$ cat config.mk
export PLATFORM = sky130hd
export DESIGN_NAME = pdsc_partial_scroll
export DESIGN_NICKNAME = d
export VERILOG_FILES = /design/src/rtl/pdsc_pkg.sv /design/src/rtl/pdsc_line_map.sv /design/src/rtl/pdsc_partial_scroll.sv
export SDC_FILE = /design/constraint.sdc
export NUM_CORES = 1
export LEC_CHECK = 0
export BUFFER_PORTS_ARGS = -buffer_cell sky130_fd_sc_hd__buf_2
export CAP_MARGIN = 30
export CORE_MARGIN = 10
export CORE_UTILIZATION = 40
export DETAILED_ROUTE_END_ITERATION = 8
export SYNTH_ARGS = -nofsm -noshare
export SYNTH_HDL_FRONTEND = slang
export SYNTH_HIERARCHICAL = 1
export SYNTH_SLANG_ARGS = --single-unit
$ cat constraint.sdc
create_clock -name ref_clk_i -period 6.2 [get_ports ref_clk_i]
set_clock_uncertainty 0.1 [all_clocks]
set_input_delay 0.62 -clock ref_clk_i [delete_from_list [all_inputs] [get_ports ref_clk_i]]
set_output_delay 0.62 -clock ref_clk_i [all_outputs]
set_load 0.05 [all_outputs]
$ cat src/rtl/pdsc_pkg.sv
// pdsc_pkg: constants, register indices and carrier types for the
// partial-window and scroll line addressing block.
// assumes one 25 MHz clock, synchronous active-low reset, byte-wide
// register writes addressed by register index.
// Operation
// - window start and height come from registers
// - window lines show partial-off colour, not RAM
// - window count is a direct line count
// - count zero means no window
// - second window needs nonzero first count
// - overlapping or touching windows drop the second
// - partial mode disables scroll, ignores step writes
// - scroll band from top, height, step registers
// - top line field is direct Y address
// - height field means value plus one lines
// - step is lines shifted, zero means none
// - step write of zero stops scroll at once
// - top plus height reaching 176 disables scroll
// - step above height disables scroll
package pdsc_pkg;

  // display geometry
  localparam int unsigned PDSC_LINES = 176;

  // register indices
  localparam logic [7:0] PDSC_IDX_SCR_TOP  = 8'h0F;
  localparam logic [7:0] PDSC_IDX_SCR_HGT  = 8'h10;
  localparam logic [7:0] PDSC_IDX_SCR_STEP = 8'h11;
  localparam logic [7:0] PDSC_IDX_OFF_COL  = 8'h13;
  localparam logic [7:0] PDSC_IDX_W1_START = 8'h14;
  localparam logic [7:0] PDSC_IDX_W2_START = 8'h15;
  localparam logic [7:0] PDSC_IDX_W1_CNT   = 8'h16;
  localparam logic [7:0] PDSC_IDX_W2_CNT   = 8'h17;

  // reset value of every register, and of unmapped reads
  localparam logic [7:0] PDSC_REG_RST = 8'h00;
  localparam logic [7:0] PDSC_ZERO    = 8'h00;

  typedef struct packed {
    logic [7:0] scr_top;
    logic [7:0] scr_hgt;
    logic [7:0] scr_step;
    logic [7:0] off_colour;
    logic [7:0] w1_start;
    logic [7:0] w2_start;
    logic [7:0] w1_cnt;
    logic [7:0] w2_cnt;
  } pdsc_cfg_t;

  typedef struct packed {
    logic       blank;
    logic [7:0] addr;
    logic [7:0] colour;
  } pdsc_line_t;

  // true when y lies in [start, start+len)
  function automatic logic pdsc_in_span(logic [7:0] y, logic [7:0] start,
                                        logic [8:0] len);
    logic [8:0] stop;
    stop = {1'b0, start} + len;
    return (y >= start) && ({1'b0, y} < stop);
  endfunction

endpackage
$ cat src/rtl/pdsc_line_map.sv
// pdsc_line_map: per-line decision, one registered stage: blank with
// the partial-off colour or fetch a RAM line, scrolled or not.
// assumes the enables arrive already checked for validity.
`timescale 1ns/1ps
module pdsc_line_map
  import pdsc_pkg::*;
(
  // clock, reset, enable
  input  wire logic       ref_clk_i,
  input  wire logic       rst_n_i,
  input  wire logic       ce_i,
  // configuration
  input  wire pdsc_cfg_t  cfg_i,
  input  wire logic       w1_on_i,
  input  wire logic       w2_on_i,
  input  wire logic       scroll_on_i,
  // line request
  input  wire logic       req_i,
  input  wire logic [7:0] y_i,
  // line answer
  output logic            valid_o,
  output pdsc_line_t      line_o
);

  typedef struct packed {
    logic       valid;
    pdsc_line_t line;
  } pdsc_map_state_t;

  pdsc_map_state_t q, d;

  always_comb begin
    logic       in1;
    logic       in2;
    logic [7:0] off;
    logic [8:0] off2;
    logic [8:0] band;
    in1  = 1'b0;
    in2  = 1'b0;
    off  = 8'h00;
    off2 = 9'h000;
    band = {1'b0, cfg_i.scr_hgt} + 9'h001;
    d = q;
    d.valid = req_i;
    if (req_i) begin
      in1 = w1_on_i && pdsc_in_span(y_i, cfg_i.w1_start,
                                    {1'b0, cfg_i.w1_cnt});
      in2 = w2_on_i && pdsc_in_span(y_i, cfg_i.w2_start,
                                    {1'b0, cfg_i.w2_cnt});
      d.line.blank  = in1 || in2;
      d.line.colour = cfg_i.off_colour;
      d.line.addr   = y_i;
      if (scroll_on_i &&
          pdsc_in_span(y_i, cfg_i.scr_top, band)) begin
        off  = y_i - cfg_i.scr_top;
        off2 = {1'b0, off} + {1'b0, cfg_i.scr_step};
        // step never exceeds height, so one subtraction wraps
        if (off2 >= band) begin
          off2 = off2 - band;
        end
        d.line.addr = cfg_i.scr_top + off2[7:0];
      end
    end
  end

  always_ff @(posedge ref_clk_i) begin
    if (!rst_n_i) begin
      q <= '0;
    end else if (ce_i) begin
      q <= d;
    end
  end

  assign valid_o = q.valid;
  assign line_o  = q.line;

  property p_one_line;
    @(posedge ref_clk_i) disable iff (!rst_n_i)
    ce_i && req_i && w1_on_i && cfg_i.w1_cnt == 8'h01 &&
      y_i == cfg_i.w1_start |=> line_o.blank;
  endproperty
  a_one_line: assert property (p_one_line)
    else $error("one-line window not blanked");

  property p_no_scroll_addr;
    @(posedge ref_clk_i) disable iff (!rst_n_i)
    ce_i && req_i && !scroll_on_i |=> line_o.addr == $past(y_i);
  endproperty
  a_no_scroll_addr: assert property (p_no_scroll_addr)
    else $error("address moved without scrolling");

  property p_band_top;
    @(posedge ref_clk_i) disable iff (!rst_n_i)
    ce_i && req_i && scroll_on_i && y_i == cfg_i.scr_top |=>
      line_o.addr == $past(cfg_i.scr_top) + $past(cfg_i.scr_step);
  endproperty
  a_band_top: assert property (p_band_top)
    else $error("band top line not shifted by step");

  property p_colour;
    @(posedge ref_clk_i) disable iff (!rst_n_i)
    ce_i && req_i |=> valid_o && line_o.colour == $past(cfg_i.off_colour);
  endproperty
  a_colour: assert property (p_colour)
    else $error("blank colour not taken from register");

endmodule // pdsc_line_map

$ cat src/rtl/pdsc_partial_scroll.sv
// pdsc_partial_scroll: register file for partial windows and vertical
// scroll, validity checks, and the per-line address/blank decision.
// assumes host register writes and line requests are synchronous to
// ref_clk_i; a request is answered one enabled edge later.
`timescale 1ns/1ps
module pdsc_partial_scroll
  import pdsc_pkg::*;
#(
  parameter int unsigned NUM_LINES = PDSC_LINES
) (
  // clock, reset, enable
  input  wire logic       ref_clk_i,
  input  wire logic       rst_n_i,
  input  wire logic       ce_i,
  // register port
  input  wire logic       reg_wr_i,
  input  wire logic       reg_rd_i,
  input  wire logic [7:0] reg_idx_i,
  input  wire logic [7:0] reg_wdata_i,
  output logic      [7:0] reg_rdata_o,
  // line request and answer
  input  wire logic       line_req_i,
  input  wire logic [7:0] line_y_i,
  output logic            line_valid_o,
  output pdsc_line_t      line_o,
  // status
  output logic            partial_mode_o,
  output logic            scroll_active_o
);

  if (NUM_LINES < 2 || NUM_LINES > 256) begin : g_chk
    $error("NUM_LINES must lie in 2..256");
  end

  localparam logic [8:0] LINES_W9 = 9'(NUM_LINES);

  typedef struct packed {
    pdsc_cfg_t  cfg;
    logic [7:0] rdata;
    logic       partial;
    logic       scroll;
  } pdsc_state_t;

  pdsc_state_t q, d;
  logic        w1_on;
  logic        w2_on;
  logic        scroll_on;

  // partial mode is defined by a nonzero first window count
  function automatic logic f_partial(pdsc_cfg_t c);
    return c.w1_cnt != PDSC_ZERO;
  endfunction

  function automatic logic f_win2_ok(pdsc_cfg_t c);
    logic [8:0] e1;
    logic [8:0] e2;
    e1 = {1'b0, c.w1_start} + {1'b0, c.w1_cnt};
    e2 = {1'b0, c.w2_start} + {1'b0, c.w2_cnt};
    // at least one free line between the two windows
    return f_partial(c) && (c.w2_cnt != PDSC_ZERO) &&
           (({1'b0, c.w2_start} > e1) ||
            ({1'b0, c.w1_start} > e2));
  endfunction

  function automatic logic f_scroll_ok(pdsc_cfg_t c);
    logic [8:0] sum;
    sum = {1'b0, c.scr_top} + {1'b0, c.scr_hgt};
    return !f_partial(c) &&
           (c.scr_step != PDSC_ZERO) &&
           (sum < LINES_W9) &&
           (c.scr_step <= c.scr_hgt);
  endfunction

  always_comb begin
    d = q;
    if (reg_wr_i) begin
      if (reg_idx_i == PDSC_IDX_SCR_TOP) begin
        d.cfg.scr_top = reg_wdata_i;
      end else if (reg_idx_i == PDSC_IDX_SCR_HGT) begin
        d.cfg.scr_hgt = reg_wdata_i;
      end else if (reg_idx_i == PDSC_IDX_SCR_STEP) begin
        // a step written in partial mode is dropped, not held back
        if (!f_partial(q.cfg)) begin
          d.cfg.scr_step = reg_wdata_i;
        end
      end else if (reg_idx_i == PDSC_IDX_OFF_COL) begin
        d.cfg.off_colour = reg_wdata_i;
      end else if (reg_idx_i == PDSC_IDX_W1_START) begin
        d.cfg.w1_start = reg_wdata_i;
      end else if (reg_idx_i == PDSC_IDX_W2_START) begin
        d.cfg.w2_start = reg_wdata_i;
      end else if (reg_idx_i == PDSC_IDX_W1_CNT) begin
        d.cfg.w1_cnt = reg_wdata_i;
      end else if (reg_idx_i == PDSC_IDX_W2_CNT) begin
        d.cfg.w2_cnt = reg_wdata_i;
      end
    end
    if (reg_rd_i) begin
      if (reg_idx_i == PDSC_IDX_SCR_TOP) begin
        d.rdata = q.cfg.scr_top;
      end else if (reg_idx_i == PDSC_IDX_SCR_HGT) begin
        d.rdata = q.cfg.scr_hgt;
      end else if (reg_idx_i == PDSC_IDX_SCR_STEP) begin
        d.rdata = q.cfg.scr_step;
      end else if (reg_idx_i == PDSC_IDX_OFF_COL) begin
        d.rdata = q.cfg.off_colour;
      end else if (reg_idx_i == PDSC_IDX_W1_START) begin
        d.rdata = q.cfg.w1_start;
      end else if (reg_idx_i == PDSC_IDX_W2_START) begin
        d.rdata = q.cfg.w2_start;
      end else if (reg_idx_i == PDSC_IDX_W1_CNT) begin
        d.rdata = q.cfg.w1_cnt;
      end else if (reg_idx_i == PDSC_IDX_W2_CNT) begin
        d.rdata = q.cfg.w2_cnt;
      end else begin
        d.rdata = PDSC_ZERO;
      end
    end
    // status follows the new settings on the same edge as they land
    d.partial = f_partial(d.cfg);
    d.scroll  = f_scroll_ok(d.cfg);
  end

  always_ff @(posedge ref_clk_i) begin
    if (!rst_n_i) begin
      q <= '{cfg: '{default: PDSC_REG_RST}, rdata: PDSC_ZERO,
             partial: 1'b0, scroll: 1'b0};
    end else if (ce_i) begin
      q <= d;
    end
  end

  assign w1_on     = f_partial(q.cfg);
  assign w2_on     = f_win2_ok(q.cfg);
  assign scroll_on = f_scroll_ok(q.cfg);

  pdsc_line_map u_map (
    .ref_clk_i   (ref_clk_i),
    .rst_n_i     (rst_n_i),
    .ce_i        (ce_i),
    .cfg_i       (q.cfg),
    .w1_on_i     (w1_on),
    .w2_on_i     (w2_on),
    .scroll_on_i (scroll_on),
    .req_i       (line_req_i),
    .y_i         (line_y_i),
    .valid_o     (line_valid_o),
    .line_o      (line_o)
  );

  assign reg_rdata_o     = q.rdata;
  assign partial_mode_o  = q.partial;
  assign scroll_active_o = q.scroll;

  property p_step_ignored;
    @(posedge ref_clk_i) disable iff (!rst_n_i)
    ce_i && reg_wr_i && reg_idx_i == PDSC_IDX_SCR_STEP && partial_mode_o
      |=> $stable(q.cfg.scr_step);
  endproperty
  a_step_ignored: assert property (p_step_ignored)
    else $error("step write taken in partial mode");

  property p_step_zero_stops;
    @(posedge ref_clk_i) disable iff (!rst_n_i)
    ce_i && reg_wr_i && reg_idx_i == PDSC_IDX_SCR_STEP &&
      reg_wdata_i == 8'h00 && !partial_mode_o |=> !scroll_active_o;
  endproperty
  a_step_zero_stops: assert property (p_step_zero_stops)
    else $error("scroll still active after zero step");

  property p_sum_limit;
    @(posedge ref_clk_i) disable iff (!rst_n_i)
    scroll_active_o |->
      ({1'b0, q.cfg.scr_top} + {1'b0, q.cfg.scr_hgt}) < LINES_W9;
  endproperty
  a_sum_limit: assert property (p_sum_limit)
    else $error("scroll active with band past last line");

  property p_step_le_hgt;
    @(posedge ref_clk_i) disable iff (!rst_n_i)
    scroll_active_o |-> q.cfg.scr_step <= q.cfg.scr_hgt &&
                        q.cfg.scr_step != 8'h00;
  endproperty
  a_step_le_hgt: assert property (p_step_le_hgt)
    else $error("scroll active with invalid step");

  property p_partial_no_scroll;
    @(posedge ref_clk_i) disable iff (!rst_n_i)
    partial_mode_o |-> !scroll_active_o;
  endproperty
  a_partial_no_scroll: assert property (p_partial_no_scroll)
    else $error("scroll active in partial mode");

  property p_no_window;
    @(posedge ref_clk_i) disable iff (!rst_n_i)
    ce_i && line_req_i && q.cfg.w1_cnt == 8'h00 |=> !line_o.blank;
  endproperty
  a_no_window: assert property (p_no_window)
    else $error("line blanked with first count zero");

  property p_top_store;
    @(posedge ref_clk_i) disable iff (!rst_n_i)
    ce_i && reg_wr_i && reg_idx_i == PDSC_IDX_SCR_TOP |=>
      q.cfg.scr_top == $past(reg_wdata_i);
  endproperty
  a_top_store: assert property (p_top_store)
    else $error("top line write not stored");

  property p_overlap_drop;
    @(posedge ref_clk_i) disable iff (!rst_n_i)
    ce_i && line_req_i && partial_mode_o &&
      q.cfg.w2_start == q.cfg.w1_start &&
      !pdsc_in_span(line_y_i, q.cfg.w1_start, {1'b0, q.cfg.w1_cnt})
      |=> !line_o.blank;
  endproperty
  a_overlap_drop: assert property (p_overlap_drop)
    else $error("overlapping second window applied");

  property p_win1_blank;
    @(posedge ref_clk_i) disable iff (!rst_n_i)
    ce_i && line_req_i && partial_mode_o &&
      pdsc_in_span(line_y_i, q.cfg.w1_start, {1'b0, q.cfg.w1_cnt})
      |=> line_o.blank;
  endproperty
  a_win1_blank: assert property (p_win1_blank)
    else $error("line inside first window not blanked");

endmodule // pdsc_partial_scroll

==> run metrics <==
number of cells on the worst hold path=2; # setup viols final=0; CP max stage delay=410 ps; Setup crit end kind=flip-flop; Final Cell Area=10500 um2; post-layout min period=5770 ps; Cells after DPL=1492; Crit-path slowest cell=fa_1; Mapped Cells=1147; Mapped Area=9560 um2; # IOs=58; row cnt=56; # DRC=0; Worst Hold Launch=u_map/line_o[7]; FF+latch count, synth=92; routed wire length=30400 um; commonest non-fill, non-tap cell in the layout=ha_1; total power=2.08 mW; Syn-to-layout area delta=9.88%; Synth async-reset ratio=0%; vias in the first global route=8433; total CTS buffers=9; Filler Cell Count=2345; layout net count=1379; Die Area=30500 um2; port buffer count=57; max-cap viol count=0; Pins Over Slew Limit=0; HP Class=reg -> reg; r2r startpoint=q[67]; crit path kind=in -> reg; hold buffer count at CTS=0; Core Util, Final=44.7%; DR vias=8606; Top Family by Delay on Critical Path=compound AO/OA/AOI/OAI gates; clk_lat worst skew=360 ps; hpwl dp=23300 um; Worst Max-Slew Pin Slew=882 ps; Max clock buf depth=2; final period utilization=93.0%; Starting DRT DRC Count=748; slew margin rel.=40.9%; crit-path max FO=11; Synth Flop Type=dfxtp_1; core area=23500 um2; routed wirelength normalized by instance count=20.2 um; Ant. Diodes=0; initial antenna violation count=0; worst slack at placement=-28.7 ps; top-area cell type share of the netlist area=20.2%; first-pass GRT wire length=47800 um; clock slew at reported path FFs=70 ps; vias per cell=5.70; CTS H-tree depth=3; static leakage=4.65 nW; CP most frequent cell=ha_1; worst path required time=6350 ps; placed cell areas=10100 um2; Die Height=175 um; Initial Utilization=40.7%; Post-Syn Nets=1340; global route total overflow=0; post-route ant nets=0; DIE WIDTH=175 um; post-synthesis area per instance=8.33 um2; CTS sink count=92; Peak VDD IR=0.000145 V; CP Buf/Inv Count=4; FF-to-FF setup slack=450 ps; final worst setup slack=431 ps; startpoint types=input port; Max Freq=173 MHz; Post-synth EDFFs=0; pwr/cell area=198 nW/um2; Worst Hold End=u_map/line_o[7]; fin cells=1510; register area share after synthesis=19.3%; GRT Total Usage=19.6%; worst reg2reg path depth=28; worst path arrival time=5920 ps; clk root buf=clkbuf_16; layout cells sized above 1=11.2%; commonest non-fill, non-tap cells in the layout=154 x ha_1, 97 x a21oi_1, 92 x dfxtp_1; Unique masters post-synth=77; Pre-antenna DRT Iters=5; largest net degree at the start of global routing=88; Final GP Congestion=0.923; final number of hold-violating endpoints=0; status=finished, final reports clean; TritonCTS clock tree=done; worst r2r dst=u_map/line_o[15]; synth warn=6; post-synth top area cell=ha_1; largest cells by area after synthesis=ha_1 20%, dfxtp_1 19%, mux2i_1 6.3%
## cell usage after synthesis, types with 20 or more instances
master and count:
a21oi_1 99, nor2_1 57, ha_1 154, nor2b_1 52, nand2_1 76, a21o_1 33
clkbuf_1 33, xor2_1 22, nand3_1 25, o21bai_1 20, o21ai_0 65, dfxtp_1 92
mux2i_1 60, xnor2_1 44, inv_1 84
## cell type report
| cell class | instances | area (um2) | share of cell area, % |
|---|---|---|---|
| Clock buffer | 9 | 225 | 2.14 |
| Clock inverter | 7 | 93.8 | 0.893 |
| Inverter | 85 | 319 | 3.04 |
| Multi-Input combinational cell | 921 | 7190 | 68.4 |
| Sequential cell | 92 | 1840 | 17.5 |
| Tap cell | 319 | 399 | 3.80 |
| Timing Repair Buffer | 77 | 435 | 4.15 |
## report_power, final
part,internal (mW),switching [mW],total (mW)
clock network,0.325,0.280,0.604
registers,0.608,0.0251,0.633
logic,0.361,0.478,0.839
## worst min-delay path: cells and delay by family (launching register included)
kind	cells	cell delay, ps
DFF	1	310
and+or+nand+nor	1	50
AOI/OAI and AO/OA	1	50
## routing by layer
| metal | track usage (%) | up-vias | wire length, um |
|---|---|---|---|
| met5 | 0 | - | 0 |
| met4 | 5.55 | 0 | 638 |
| met3 | 3.30 | 36 | 2100 |
| met2 | 30.6 | 272 | 13100 |
| met1 | 27.2 | 4077 | 14600 |
| li1 | - | 4221 | - |
## stage by stage
stage,hold WS [ps],setup TNS [ps]
after floorplan,344,0
after global placement,352,0
after detailed placement,354,-28.7
after CTS,364,0
after global routing,390,-19.8
final,361,0
## cell families (layout without fill, tap and decap cells)
kind of cell	after synthesis	count (layout)	synth area share, %
compound gates	318	318	21.6
flops	92	92	19.3
mux	77	77	8.91
xor+xnor	66	66	6.05
fa+ha+maj	163	163	22.0
buf+inv	134	178	5.77
simple gates	297	297	16.3
## sequential cells by signal, summed over array words and instances, names as in the netlist
register         count
partial_mode_o       1
reg_rdata_o          8
u_map/line_o        17
scroll_active_o      1
u_map/valid_o        1
q                   64
## how the worst max path moves through the flow
stage                           start          endpoint  cells after the start
after floorplan           line_y_i[0]  u_map/line_o[14]                     29
after global placement    line_y_i[0]  u_map/line_o[15]                     30
after detailed placement  line_y_i[0]  u_map/line_o[14]                     30
after CTS                 line_y_i[0]  u_map/line_o[14]                     30
after global routing      line_y_i[0]  u_map/line_o[15]                     30
final                     line_y_i[0]  u_map/line_o[15]                     30
## repair_timing
action,in CTS,in global routing
endpoints found under the setup margin,0,2
resized for setup,0,7
setup buffers,0,2
(Power assumes the default switching activity.)
